`src/verilog/deser_cfg_pkg.sv`:
```
// Purpose: Constants for the link and serial-port configuration bank
// Assumes: 50 MHz core clock, byte-wide register port
// Notes:   Derived cycle counts are computed from the printed figures
package deser_cfg_pkg;

    // ------------------------------------------------------------------
    // Register offsets and reset values
    // ------------------------------------------------------------------
    localparam logic [7:0] OFS_LINK_OPT   = 8'h03;
    localparam logic [7:0] OFS_TIMEOUT    = 8'h04;
    localparam logic [7:0] OFS_TUNING     = 8'h05;
    localparam logic [7:0] RST_LINK_OPT   = 8'h70;
    localparam logic [7:0] RST_TIMEOUT    = 8'hfe;
    localparam logic [7:0] RST_TUNING     = 8'h1e;
    localparam logic [7:0] LINK_OPT_WMASK = 8'h7e; // Bits 7 and 0 reserved

    // ------------------------------------------------------------------
    // Field positions
    // ------------------------------------------------------------------
    localparam int B_CRC_GEN   = 6;
    localparam int B_PULL_SEL  = 5;
    localparam int B_SYNC_FILT = 4;
    localparam int B_PASS      = 3;
    localparam int B_AUTO_ACK  = 2;
    localparam int B_GATE      = 1;
    localparam int B_WDT_OFF   = 0;
    localparam int TO_MSB      = 7;
    localparam int TO_LSB      = 1;
    localparam int B_PASS_ALL  = 7;
    localparam int HOLD_MSB    = 6;
    localparam int HOLD_LSB    = 4;
    localparam int DEPTH_MSB   = 3;
    localparam int DEPTH_LSB   = 0;

    // ------------------------------------------------------------------
    // Timing
    // ------------------------------------------------------------------
    localparam int CLK_HZ          = 50_000_000;
    localparam int CLK_PERIOD_NS   = 20;
    localparam int WDT_STEP_MS     = 2;
    localparam int WDT_UNIT_CYCLES = CLK_HZ / 1000 * WDT_STEP_MS;
    localparam int HOLD_STEP_NS    = 50;
    localparam int GLITCH_STEP_NS  = 5;
    localparam int HOLD_MAX        = 7;
    localparam int HOLD_TAPS       =
        (HOLD_MAX * HOLD_STEP_NS + CLK_PERIOD_NS - 1) / CLK_PERIOD_NS;
    localparam logic [2:0] SYNC_REJ_CYC    = 3'h2;
    localparam logic [2:0] HS_DUAL_REJ_CYC = 3'h4;

endpackage

```
`src/verilog/deser_link_and_i2c_config_regs.sv`:
```
// Purpose: Link options, control-channel timeout and serial-port tuning
// Assumes: Register port already decoded from the serial control port;
//          pixel inputs are sampled on clk
// Notes:   Video and serial pins pass two flip-flops before any filter
//
// What this block does
// - Back-channel CRC generation follows its enable bit
// - Pull select bit: one pulls down, zero up
// - Sync filter rejects pulses under two clocks
// - Horizontal sync filter: two single, four dual
// - Pass-through forwards matching transactions to serializer
// - Auto-acknowledge writes regardless of forward lock
// - Colour gated always if protected, else bit
// - Watchdog terminates overlong control-channel transactions
// - Timeout is bits 7-1, 2 ms steps
// - Watchdog disable bit stops the timer
// - Pass-all bit forwards every transaction while far address is nonzero
// - Serial data hold time in 50 ns steps
// - Serial glitch filter depth in 5 ns steps
// - Zero far address blocks remote access
`timescale 1ns/100ps
module deser_link_and_i2c_config_regs #(
    parameter int WDT_UNIT_CYCLES = deser_cfg_pkg::WDT_UNIT_CYCLES
) (
    // Clock and reset
    input  wire logic        clk,
    input  wire logic        rst_n,
    // Register port
    input  wire logic        reg_wr_en,
    input  wire logic        reg_rd_en,
    input  wire logic [7:0]  reg_addr,
    input  wire logic [7:0]  reg_wdata,
    output logic      [7:0]  reg_rdata,
    // Static link options
    output logic             return_path_check_gen_on,
    output logic             undriven_input_pull_select,
    // Video pins and link status
    input  wire logic        data_valid_strobe_in,
    input  wire logic        horizontal_sync_in,
    input  wire logic        vertical_sync_in,
    input  wire logic [23:0] color_in,
    input  wire logic        dual_link_mode,
    input  wire logic        far_has_protection,
    // Filtered video
    output logic             data_valid_strobe,
    output logic             horizontal_sync,
    output logic             vertical_sync,
    output logic      [23:0] color_out,
    // Serial control pins
    input  wire logic        scl_in,
    input  wire logic        sda_in,
    output logic             scl_filt,
    output logic             sda_held,
    // Transaction routing
    input  wire logic        i2c_addr_match,
    input  wire logic        i2c_write_req,
    input  wire logic        fwd_lock,
    input  wire logic [6:0]  far_serializer_address,
    output logic             fwd_to_far,
    output logic             write_ack,
    // Control-channel watchdog
    input  wire logic        ctrl_txn_active,
    output logic             ctrl_txn_abort
);

    localparam int NCH = 5; // de, hs, vs, scl, sda

    // ------------------------------------------------------------------
    // Register file
    // ------------------------------------------------------------------
    logic [7:0] link_general_options_q;
    logic [7:0] ctrl_channel_timeout_q;
    logic [7:0] serial_port_tuning_q;

    // Software writes; reserved bits masked on the way in
    always_ff @(posedge clk) begin
        if (!rst_n) begin
            link_general_options_q <= deser_cfg_pkg::RST_LINK_OPT;
            ctrl_channel_timeout_q <= deser_cfg_pkg::RST_TIMEOUT;
            serial_port_tuning_q   <= deser_cfg_pkg::RST_TUNING;
        end else if (reg_wr_en) begin
            if (reg_addr == deser_cfg_pkg::OFS_LINK_OPT)
                link_general_options_q <=
                    reg_wdata & deser_cfg_pkg::LINK_OPT_WMASK;
            if (reg_addr == deser_cfg_pkg::OFS_TIMEOUT)
                ctrl_channel_timeout_q <= reg_wdata;
            if (reg_addr == deser_cfg_pkg::OFS_TUNING)
                serial_port_tuning_q <= reg_wdata;
        end
    end

    // Read data registered; unmapped offsets answer zero
    always_ff @(posedge clk) begin
        if (!rst_n) begin
            reg_rdata <= 8'h00;
        end else if (reg_rd_en) begin
            unique case (reg_addr)
                deser_cfg_pkg::OFS_LINK_OPT:
                    reg_rdata <= link_general_options_q;
                deser_cfg_pkg::OFS_TIMEOUT:
                    reg_rdata <= ctrl_channel_timeout_q;
                deser_cfg_pkg::OFS_TUNING:
                    reg_rdata <= serial_port_tuning_q;
                default:                     reg_rdata <= 8'h00;
            endcase
        end
    end

    // Field views
    logic       sync_filt_on;
    logic       pass_on;
    logic       auto_ack_on;
    logic       gate_color_by_valid;
    logic [6:0] ctrl_channel_timeout_value;
    logic       ctrl_channel_timeout_off;
    logic       pass_all_on;
    logic [2:0] hold_sel;
    logic [3:0] depth_sel;

    assign sync_filt_on = link_general_options_q[deser_cfg_pkg::B_SYNC_FILT];
    assign pass_on      = link_general_options_q[deser_cfg_pkg::B_PASS];
    assign auto_ack_on  = link_general_options_q[deser_cfg_pkg::B_AUTO_ACK];
    assign gate_color_by_valid =
        link_general_options_q[deser_cfg_pkg::B_GATE];
    assign ctrl_channel_timeout_value = ctrl_channel_timeout_q[
        deser_cfg_pkg::TO_MSB:deser_cfg_pkg::TO_LSB];
    assign ctrl_channel_timeout_off =
        ctrl_channel_timeout_q[deser_cfg_pkg::B_WDT_OFF];
    assign pass_all_on = serial_port_tuning_q[deser_cfg_pkg::B_PASS_ALL];
    assign hold_sel    = serial_port_tuning_q[
        deser_cfg_pkg::HOLD_MSB:deser_cfg_pkg::HOLD_LSB];
    assign depth_sel   = serial_port_tuning_q[
        deser_cfg_pkg::DEPTH_MSB:deser_cfg_pkg::DEPTH_LSB];

    // ------------------------------------------------------------------
    // Static option outputs
    // ------------------------------------------------------------------
    // Registered copies keep outputs straight from flip-flops
    always_ff @(posedge clk) begin
        if (!rst_n) begin
            return_path_check_gen_on   <= 1'b1;
            undriven_input_pull_select <= 1'b1;
        end else begin
            return_path_check_gen_on <=
                link_general_options_q[deser_cfg_pkg::B_CRC_GEN];
            undriven_input_pull_select <=
                link_general_options_q[deser_cfg_pkg::B_PULL_SEL];
        end
    end

    // ------------------------------------------------------------------
    // Pin synchronisers and pulse filters
    // ------------------------------------------------------------------
    logic [NCH-1:0] pin_raw;
    logic [NCH-1:0] pin_s1_q;
    logic [NCH-1:0] pin_s2_q;
    logic [NCH-1:0] filt_q;
    logic [2:0]     need [NCH];
    logic [2:0]     glitch_need;
    logic [23:0]    color_s1_q;
    logic [23:0]    color_s2_q;
    // Serial lines idle high; resetting low would fake an edge
    localparam logic [NCH-1:0] PIN_IDLE = 5'h18;

    assign pin_raw = {sda_in, scl_in, vertical_sync_in,
                      horizontal_sync_in, data_valid_strobe_in};

    // Two stages; only the second stage is read
    always_ff @(posedge clk) begin
        if (!rst_n) begin
            pin_s1_q   <= PIN_IDLE;
            pin_s2_q   <= PIN_IDLE;
            color_s1_q <= 24'h000000;
            color_s2_q <= 24'h000000;
        end else begin
            pin_s1_q   <= pin_raw;
            pin_s2_q   <= pin_s1_q;
            color_s1_q <= color_in;
            color_s2_q <= color_s1_q;
        end
    end

    // glitch depth to cycles
    // Floor plus one so a pulse of the set width never passes
    assign glitch_need = 3'((10'(depth_sel)
        * 10'(deser_cfg_pkg::GLITCH_STEP_NS))
        / 10'(deser_cfg_pkg::CLK_PERIOD_NS) + 10'h001);

    // Cycles an input must hold before the output follows
    always_comb begin
        need[0] = sync_filt_on ? deser_cfg_pkg::SYNC_REJ_CYC : 3'h1;
        need[1] = !sync_filt_on ? 3'h1 :
                  dual_link_mode ? deser_cfg_pkg::HS_DUAL_REJ_CYC :
                                   deser_cfg_pkg::SYNC_REJ_CYC;
        need[2] = need[0];
        need[3] = glitch_need;
        need[4] = glitch_need;
    end

    genvar ch;
    generate
        for (ch = 0; ch < NCH; ch++) begin : g_filt
            logic [2:0] run_q;
            // Output flips after need cycles of disagreement
            always_ff @(posedge clk) begin
                if (!rst_n) begin
                    run_q       <= 3'h0;
                    filt_q[ch]  <= PIN_IDLE[ch];
                end else if (pin_s2_q[ch] == filt_q[ch]) begin
                    run_q <= 3'h0;
                end else if (run_q + 3'h1 >= need[ch]) begin
                    run_q      <= 3'h0;
                    filt_q[ch] <= pin_s2_q[ch];
                end else begin
                    run_q <= run_q + 3'h1;
                end
            end
        end
    endgenerate

    // ------------------------------------------------------------------
    // Video outputs and colour gating
    // ------------------------------------------------------------------
    logic gate_now;
    assign gate_now = far_has_protection | gate_color_by_valid;

    always_ff @(posedge clk) begin
        if (!rst_n) begin
            data_valid_strobe <= 1'b0;
            horizontal_sync   <= 1'b0;
            vertical_sync     <= 1'b0;
            color_out         <= 24'h000000;
        end else begin
            data_valid_strobe <= filt_q[0];
            horizontal_sync   <= filt_q[1];
            vertical_sync     <= filt_q[2];
            color_out <= (gate_now && !filt_q[0]) ? 24'h000000 : color_s2_q;
        end
    end

    // ------------------------------------------------------------------
    // Serial clock and data hold
    // ------------------------------------------------------------------
    logic [deser_cfg_pkg::HOLD_TAPS-1:0] sda_dly_q;
    logic [4:0]                          hold_cyc;

    // hold time to cycles
    // Rounded up so the hold is never shorter than asked
    // Ten bits: seven steps of 50 ns overflow a byte
    assign hold_cyc = 5'((10'(hold_sel) * 10'(deser_cfg_pkg::HOLD_STEP_NS)
        + 10'(deser_cfg_pkg::CLK_PERIOD_NS - 1))
        / 10'(deser_cfg_pkg::CLK_PERIOD_NS));

    // Data delayed behind the clock by the selected tap
    always_ff @(posedge clk) begin
        if (!rst_n) begin
            sda_dly_q <= '1;
            scl_filt  <= 1'b1;
            sda_held  <= 1'b1;
        end else begin
            sda_dly_q <= {sda_dly_q[deser_cfg_pkg::HOLD_TAPS-2:0], filt_q[4]};
            scl_filt  <= filt_q[3];
            sda_held  <= (hold_cyc == 5'h00) ? filt_q[4]
                                             : sda_dly_q[hold_cyc - 5'h01];
        end
    end

    // ------------------------------------------------------------------
    // Transaction routing
    // ------------------------------------------------------------------
    always_ff @(posedge clk) begin
        if (!rst_n) begin
            fwd_to_far <= 1'b0;
            write_ack  <= 1'b0;
        end else begin
            fwd_to_far <= (far_serializer_address != 7'h00) &&
                          (pass_all_on || (pass_on && i2c_addr_match));
            write_ack  <= i2c_write_req && (fwd_lock || auto_ack_on);
        end
    end

    // ------------------------------------------------------------------
    // Control-channel watchdog
    // ------------------------------------------------------------------
    logic [31:0] pre_q;
    logic [6:0]  units_q;
    logic        expired_q;
    logic        unit_tick;

    assign unit_tick = (pre_q == 32'(WDT_UNIT_CYCLES - 1));

    // timeout counting
    // One abort per transaction; rearms when activity drops
    always_ff @(posedge clk) begin
        if (!rst_n) begin
            pre_q          <= 32'h0;
            units_q        <= 7'h00;
            expired_q      <= 1'b0;
            ctrl_txn_abort <= 1'b0;
        end else if (!ctrl_txn_active || ctrl_channel_timeout_off) begin
            pre_q          <= 32'h0;
            units_q        <= 7'h00;
            expired_q      <= 1'b0;
            ctrl_txn_abort <= 1'b0;
        end else begin
            pre_q          <= unit_tick ? 32'h0 : pre_q + 32'h1;
            ctrl_txn_abort <= 1'b0;
            if (unit_tick && !expired_q) begin
                units_q <= units_q + 7'h01;
                if (units_q + 7'h01 == ctrl_channel_timeout_value) begin
                    expired_q      <= 1'b1;
                    ctrl_txn_abort <= 1'b1;
                end
            end
        end
    end
endmodule
```
`config.mk`:
```
export PLATFORM = sky130hd
export DESIGN_NAME = deser_link_and_i2c_config_regs
export DESIGN_NICKNAME = d
export VERILOG_FILES = /design/src/verilog/deser_cfg_pkg.sv /design/src/verilog/deser_link_and_i2c_config_regs.sv
export SDC_FILE = /design/constraint.sdc
export NUM_CORES = 1
export LEC_CHECK = 0
export BUFFER_PORTS_ARGS = -buffer_cell sky130_fd_sc_hd__buf_2
export CORE_MARGIN = 2
export CORE_UTILIZATION = 60
export CTS_BUF_LIST = sky130_fd_sc_hd__clkbuf_4 sky130_fd_sc_hd__clkbuf_8
export CTS_CLUSTER_SIZE = 20
export DETAILED_ROUTE_END_ITERATION = 8
export GPL_ROUTABILITY_DRIVEN = 0
export PLACE_DENSITY = 0.82
export SYNTH_ARGS = -nofsm -noshare
export SYNTH_HDL_FRONTEND = slang
export SYNTH_SLANG_ARGS = --single-unit
export TNS_END_PERCENT = 1
```
`constraint.sdc`:
```
create_clock -name clk -period 5.45 [get_ports clk]
set_input_delay 0.2725 -clock clk [delete_from_list [all_inputs] [get_ports clk]]
set_output_delay 0.2725 -clock clk [all_outputs]
set_load 0.01 [all_outputs]
```
# Yosys cells after proc, flatten, opt, wreduce, memory -nomap -nowiden
# Index checks and enable logic that the tools add are counted.
[word_totals] ff_bits=200 inputBits=62 out_inout_bits=42 elab_cells=110
[classes] n_addsub=10 mul=2 div_mod_pow=2 magnitude_cmp=6 n_eq_ne=10 muxes=8 bitwise_logic=8 n_reduce_logical=31
[op_table] cell="32-bit by 1-bit adder with 32-bit output (second input constant)" n=1
[op_table] cell="32-bit by 17-bit == test with 1-bit output (second input constant)" n=1
[op_table] cell="8-bit case mux with 3 select lines" n=1
[op_table] cell="3-bit OR reduction" n=7
[op_table] cell="3-bit by 1-bit adder with 3-bit output (second input constant)" n=6
[op_table] cell="2-bit AND reduction" n=9
[op_table] cell="8-bit by 3-bit == test with 1-bit output (second input constant)" n=2
[op_table] cell="9-bit by 5-bit adder with 10-bit output (second input constant)" n=1
[op_table] cell="10-bit by 5-bit divider with 10-bit output (second input constant)" n=1
[op_table] cell="7-bit by 5-bit divider with 10-bit output (second input constant)" n=1
[op_table] cell="3-bit >= comparator" n=3
[op_table] cell="8-bit by 2-bit == test with 1-bit output (second input constant)" n=1
[op_table] cell="3-bit by 5-bit multiplier with 8-bit output (second input constant)" n=1
[op_table] cell="7-bit by 1-bit adder with 7-bit output (second input constant)" n=1
[op_table] cell="7-bit == test" n=1
[op_table] cell="4-bit by 3-bit multiplier with 7-bit output (second input constant)" n=1
[op_table] cell="1-bit inverter" n=7
[op_table] cell="7-bit nonzero test" n=1
[op_table] cell="3-bit by 2-bit >= comparator with 1-bit output" n=2
[op_table] cell="5-bit by 6-bit < comparator with 1-bit output (second input constant)" n=1
[op_table] cell="3-bit two-way mux" n=2
[op_table] cell="1-bit binary-select mux with 5-bit select" n=1
[op_table] cell="1-bit == test" n=5
[op_table] cell="1-bit logical AND" n=5
[op_table] cell="other kinds (8)" n=15

# Longest topological paths before layout
[depth] depth_word=7 ltp_mapped=19 ltp_nobuf=18

# Worst setup path after synthesis
# OpenSTA, ideal clock, no wires.
[synth_timing] path_kind="reg-to-reg" from="reg serial_port_tuning_q[5]" to="reg sda_held" arrival_ps=3963 required_time_ps=5322 setup_slack_ps=1359 path_stages_with_launch=20 n_path_buf=1 period_less_slack_ps=4091 cell_sequence="dfxtp_1 > inv_1 > ha_1 > buf_6 > nor2b_1 > ha_1 > and4b_4 > a22o_4 > o211ai_1 > nand3_4 > a2111oi_4 > a21oi_1 > o31a_1 > ha_1 > mux4_2 > nand2_1 > a22oi_1 > o21ba_1 > o22ai_1 > o211ai_1"
[synth_via] elab_chain_len=7 elab_cells_between_ends=8 cone_classes="2 x add/sub; 1 x mul; 1 x div; 3 x mux; 1 x reduce/logical"
[synth_rtl] element="start, declared" line_no="deser_link_and_i2c_config_regs.sv:73" text="logic [7:0] serial_port_tuning_q;"
[synth_rtl] element="start signal, assigned" line_no="deser_link_and_i2c_config_regs.sv:80" text="serial_port_tuning_q <= deser_cfg_pkg::RST_TUNING;"
[synth_rtl] element="start signal, assigned" line_no="deser_link_and_i2c_config_regs.sv:88" text="serial_port_tuning_q <= reg_wdata;"
[synth_rtl] element="3-bit by 5-bit multiplier with 8-bit output (*)" line_no="deser_link_and_i2c_config_regs.sv:250" text="assign hold_cyc = 5'((10'(hold_sel) * 10'(deser_cfg_pkg::HOLD_STEP_NS)"
[synth_rtl] element="9-bit by 5-bit adder with 10-bit output (*)" line_no="deser_link_and_i2c_config_regs.sv:251" text="+ 10'(deser_cfg_pkg::CLK_PERIOD_NS - 1))"
[synth_rtl] element="10-bit by 5-bit divider with 10-bit output (*)" line_no="deser_link_and_i2c_config_regs.sv:252" text="/ 10'(deser_cfg_pkg::CLK_PERIOD_NS));"
[synth_rtl] element="5-bit by 1-bit subtractor with 5-bit output" line_no="deser_link_and_i2c_config_regs.sv:264" text=": sda_dly_q[hold_cyc - 5'h01];"
[synth_rtl] element="1-bit binary-select mux with 5-bit select" line_no="deser_link_and_i2c_config_regs.sv:264"
[synth_rtl] element="1-bit two-way mux (implied by the code)" line_no="deser_link_and_i2c_config_regs.sv:264"
[synth_rtl] element="1-bit two-way mux (*)" line_no="deser_link_and_i2c_config_regs.sv:263" text="sda_held <= (hold_cyc == 5'h00) ? filt_q[4]"
[synth_rtl] element="end signal, assigned" line_no="deser_link_and_i2c_config_regs.sv:263"
[synth_rtl] element="end, declared" line_no="deser_link_and_i2c_config_regs.sv:53" text="output logic sda_held,"
# Every way passes the cells marked *; elsewhere a longest branch is shown, timed or not. The select of a mux whose other input is x is not followed.
# A chain may end at the register's enable or synchronous reset.

# Final worst setup path
# Same ends and word-level chain as after synthesis.

==> run metrics <==
Clock Power Share 0.377; Core Util, Final 0.7055; total of buffers placed on input and output ports 103; share of the clock period used by the worst path after layout 0.8527; Initial Util 0.6079; later-pin clock latency in the skew report ~0.47 ns; most frequent cells after synthesis sky130_fd_sc_hd__dfxtp_1, sky130_fd_sc_hd__and2_1, sky130_fd_sc_hd__nand2_1, sky130_fd_sc_hd__nor2_1, sky130_fd_sc_hd__nand3_1; Remaining DRCs 0; diode count 0; I/O Pins 104; Nets 1,073; drt first-iter violations 325; Cells after DPL ~1.1k; number of antenna violations at the first check in global routing 0; async set or reset register ratio after synthesis 0; largest driver fanout on the critical path 8; Pins Over Slew Limit 0; pin count of the biggest net entering global routing 93; measured slew at the worst slew-check pin 0.8267 ns; result of the run finished, final reports clean; dominant cell by count in the synthesized netlist sky130_fd_sc_hd__dfxtp_1; cell internal pwr 1.954 mW; Cell Count, Final, Fillers Out around 1.2k; clock buffers created by TritonCTS 17; synthesis warning total 0; Combinational Power Share 0.048; number of synthesized flops with an enable pin 0; minimum clock period 4.647 ns; normalized max-slew margin 0.4443; number of distinct standard cells referenced by the synthesized netlist between 70 and 80; first-pass GRT wire length about 26,000 µm; proportion of power drawn by flip-flops and latches 0.575; leakage power figure 4.216 nW; startpoint kind of the worst setup timing path flip-flop; detailed-route vias per instance 5.224; via count of the routed design 6,107; detailed-route wire length 15,860 µm; Worst-path clk slew around 0.10 ns; kind of capture point of the worst setup path flip-flop; switching power of the nets 0.6562 mW; Post-DRT Antenna Nets 0; largest clock skew in the final design 0.01353 ns; cell area power density roughly 270 nW/µm²; startpoint-to-endpoint class of the critical path flip-flop to flip-flop; overflow left after global routing 0; net switching share of the total power 0.2514; Die Height 121.9 µm; root buffer cell sky130_fd_sc_hd__clkbuf_8; number of rows created at floorplan 43; HPWL after detailed placement 10,310 µm; number of setup violations in the final report 0; hold_ws 0.03732 ns; area growth from synthesis to final layout 16.05%; Max Root-Sink Buffers 2; Arrival @ worst endpoint 5.00 ns; clock sink count 200; via count of the first global-routing pass 5,864; width of the die 121.9 µm; mapped cell area between 8000 and 9000 µm²; Seq/Total Area, Yosys 0.4800; H-Tree Level Count 4; most instantiated flip-flop cell in the synthesis netlist sky130_fd_sc_hd__dfxtp_1; path class of the lowest-slack min-delay path input port to flip-flop; DR pass1 iterations 4; setup slack after layout ~0.8 ns; gate count of the mapped netlist 855; worst setup slack after placement 0.8568 ns; average cell area after synthesis 9.755 µm²; Worst EP required approximately 5.8 ns; max-cap violations 0; die area 14,860 µm²; cell taking the most area after synthesis sky130_fd_sc_hd__dfxtp_1; per-cell routed wire length 13.57 µm; aggregate negative setup slack 0 ns; total setup buffers inserted after CTS 0; register bit count reported by yosys 200; worst voltage drop across the vdd grid 0.0001538 V; TritonCTS clock tree built; biggest area contributors in the synthesized netlist sky130_fd_sc_hd__dfxtp_1, sky130_fd_sc_hd__and2_1, sky130_fd_sc_hd__ha_1, sky130_fd_sc_hd__xor2_1, sky130_fd_sc_hd__nand2_1; Hold Violations, Final 0; All-Layer GR Usage 0.2222; top cell type's share of synthesized area 0.4800; fraction of final layout cells with drive strength greater than 1 0.1719; unrepaired setup endpoints after global routing false; achievable clock frequency 0.2152 GHz; Std-Cell Core Area 13,720 µm²
flip-flops by register name, summed over array words and instances, names as in the netlist, 5 cells and up:
name and cells:
serial_port_tuning_q 8, pin_s1_q 5, g_filt.run_q 15, link_general_options_q 6, filt_q 5, sda_dly_q 18, ctrl_channel_timeout_q 8, pre_q 32
reg_rdata 8, color_out 24, color_s2_q 24, color_s1_q 24, pin_s2_q 5, units_q 7
path summary, 6_finish.rpt:
path	start	end	slack [ns]	cells after the start
setup / recovery	serial_port_tuning_q[5]	sda_held	0.80	18
hold / removal	i2c_write_req	write_ack	0.04	2
setup reg to reg	serial_port_tuning_q[5]	sda_held	0.80	18
hold reg to reg	pin_s1_q[4]	pin_s2_q[4]	0.42	1
layer usage:
metal / up-vias / wire length [µm] / GRT usage
met5: - / 0 / 0
met1: 2834 / 7234 / 0.2745
li1: 3132 / - / -
met2: 115 / 7758 / 0.3792
met4: 0 / 273 / 0.08477
met3: 26 / 594 / 0.04916
power groups by stage:
stage	clock [mW]	combinational [mW]	sequential [mW]
CTS	1.01	0.123	1.50
global placement	0	0.105	1.53
finish	0.985	0.125	1.50
detailed placement	0	0.107	1.53
floorplan	0	0.0625	1.53
global route	1.07	0.139	1.50
area by class of cell:
type                    instances  area, µm²
repair buffers                134      820.8
fillers                      1043       4040
multi-input cells             603       4121
inverters                      20      75.07
clock buffers                  17      234.0
clock inverters                15      198.9
flip-flops and latches        200       4004
well taps                     180      225.2
cells by family (layout without fill, tap and decap cells):
kind of cell / count (synthesis) / after routing / synth area share
xor+xnor: 63 / 63 / 0.07111
flops: 200 / 200 / 0.4800
buf+inv: 53 / 186 / 0.02625
fa+ha+maj: 36 / 36 / 0.05461
simple gates: 378 / 378 / 0.2412
compound gates: 104 / 104 / 0.09406
mux: 20 / 20 / 0.03225
other cells: 1 / 2 / 0.0004496
repair_timing:
action / in CTS / in global routing
setup endpoints to repair: 0 / 0
hold endpoints to repair: 27 / 1
hold buffers: 27 / 1
gates resized for setup: 0 / 0
cells in the final DEF, fill, tap and decap left out, types with 4 or more instances in the layout:
cell type,n
sky130_fd_sc_hd__a211oi_1,6
sky130_fd_sc_hd__a21boi_0,11
sky130_fd_sc_hd__a21o_1,5
sky130_fd_sc_hd__a21oi_1,18
sky130_fd_sc_hd__a22oi_1,7
sky130_fd_sc_hd__and2_1,85
sky130_fd_sc_hd__and3_1,13
sky130_fd_sc_hd__buf_2,102
sky130_fd_sc_hd__buf_4,4
sky130_fd_sc_hd__clkbuf_8,17
sky130_fd_sc_hd__clkinv_8,4
sky130_fd_sc_hd__dfxtp_1,200
sky130_fd_sc_hd__dlygate4sd3_1,28
sky130_fd_sc_hd__ha_1,34
sky130_fd_sc_hd__inv_1,20
sky130_fd_sc_hd__inv_8,4
sky130_fd_sc_hd__mux2_2,9
sky130_fd_sc_hd__mux2i_1,6
sky130_fd_sc_hd__nand2_1,79
sky130_fd_sc_hd__nand2b_1,35
sky130_fd_sc_hd__nand3_1,44
sky130_fd_sc_hd__nand4_1,8
sky130_fd_sc_hd__nor2_1,66
sky130_fd_sc_hd__nor2b_1,10
sky130_fd_sc_hd__nor3_1,5
sky130_fd_sc_hd__nor3b_1,4
sky130_fd_sc_hd__nor4_1,6
sky130_fd_sc_hd__o211a_1,7
sky130_fd_sc_hd__o211ai_1,6
sky130_fd_sc_hd__o21a_1,4
sky130_fd_sc_hd__o21ai_0,13
sky130_fd_sc_hd__xnor2_1,17
sky130_fd_sc_hd__xor2_1,43
metrics by stage:
stage               power, mW  cell area (µm²)
floorplan               1.597             8344
global placement        1.637             8966
detailed placement      1.641             8966
CTS                     2.631             9669
global route            2.714             9679
finish                  2.610             9679
worst max-delay path: stages, from the launching register on:
cell and delay [ns]:
sky130_fd_sc_hd__dfxtp_1 0.49, sky130_fd_sc_hd__inv_1 0.13, sky130_fd_sc_hd__ha_1 0.55, sky130_fd_sc_hd__nor2b_1 0.10, sky130_fd_sc_hd__ha_1 0.39, sky130_fd_sc_hd__and4b_4 0.24, sky130_fd_sc_hd__a22o_4 0.28, sky130_fd_sc_hd__o211ai_1 0.29
sky130_fd_sc_hd__nand3_4 0.17, sky130_fd_sc_hd__a2111oi_4 0.39, sky130_fd_sc_hd__a21oi_1 0.08, sky130_fd_sc_hd__o31a_1 0.12, sky130_fd_sc_hd__ha_1 0.37, sky130_fd_sc_hd__mux4_1 0.34, sky130_fd_sc_hd__nand2_1 0.10, sky130_fd_sc_hd__a22oi_1 0.07
sky130_fd_sc_hd__o21ba_1 0.21, sky130_fd_sc_hd__o22ai_1 0.12, sky130_fd_sc_hd__o211ai_1 0.10
Power figures use the tool's default switching activity.
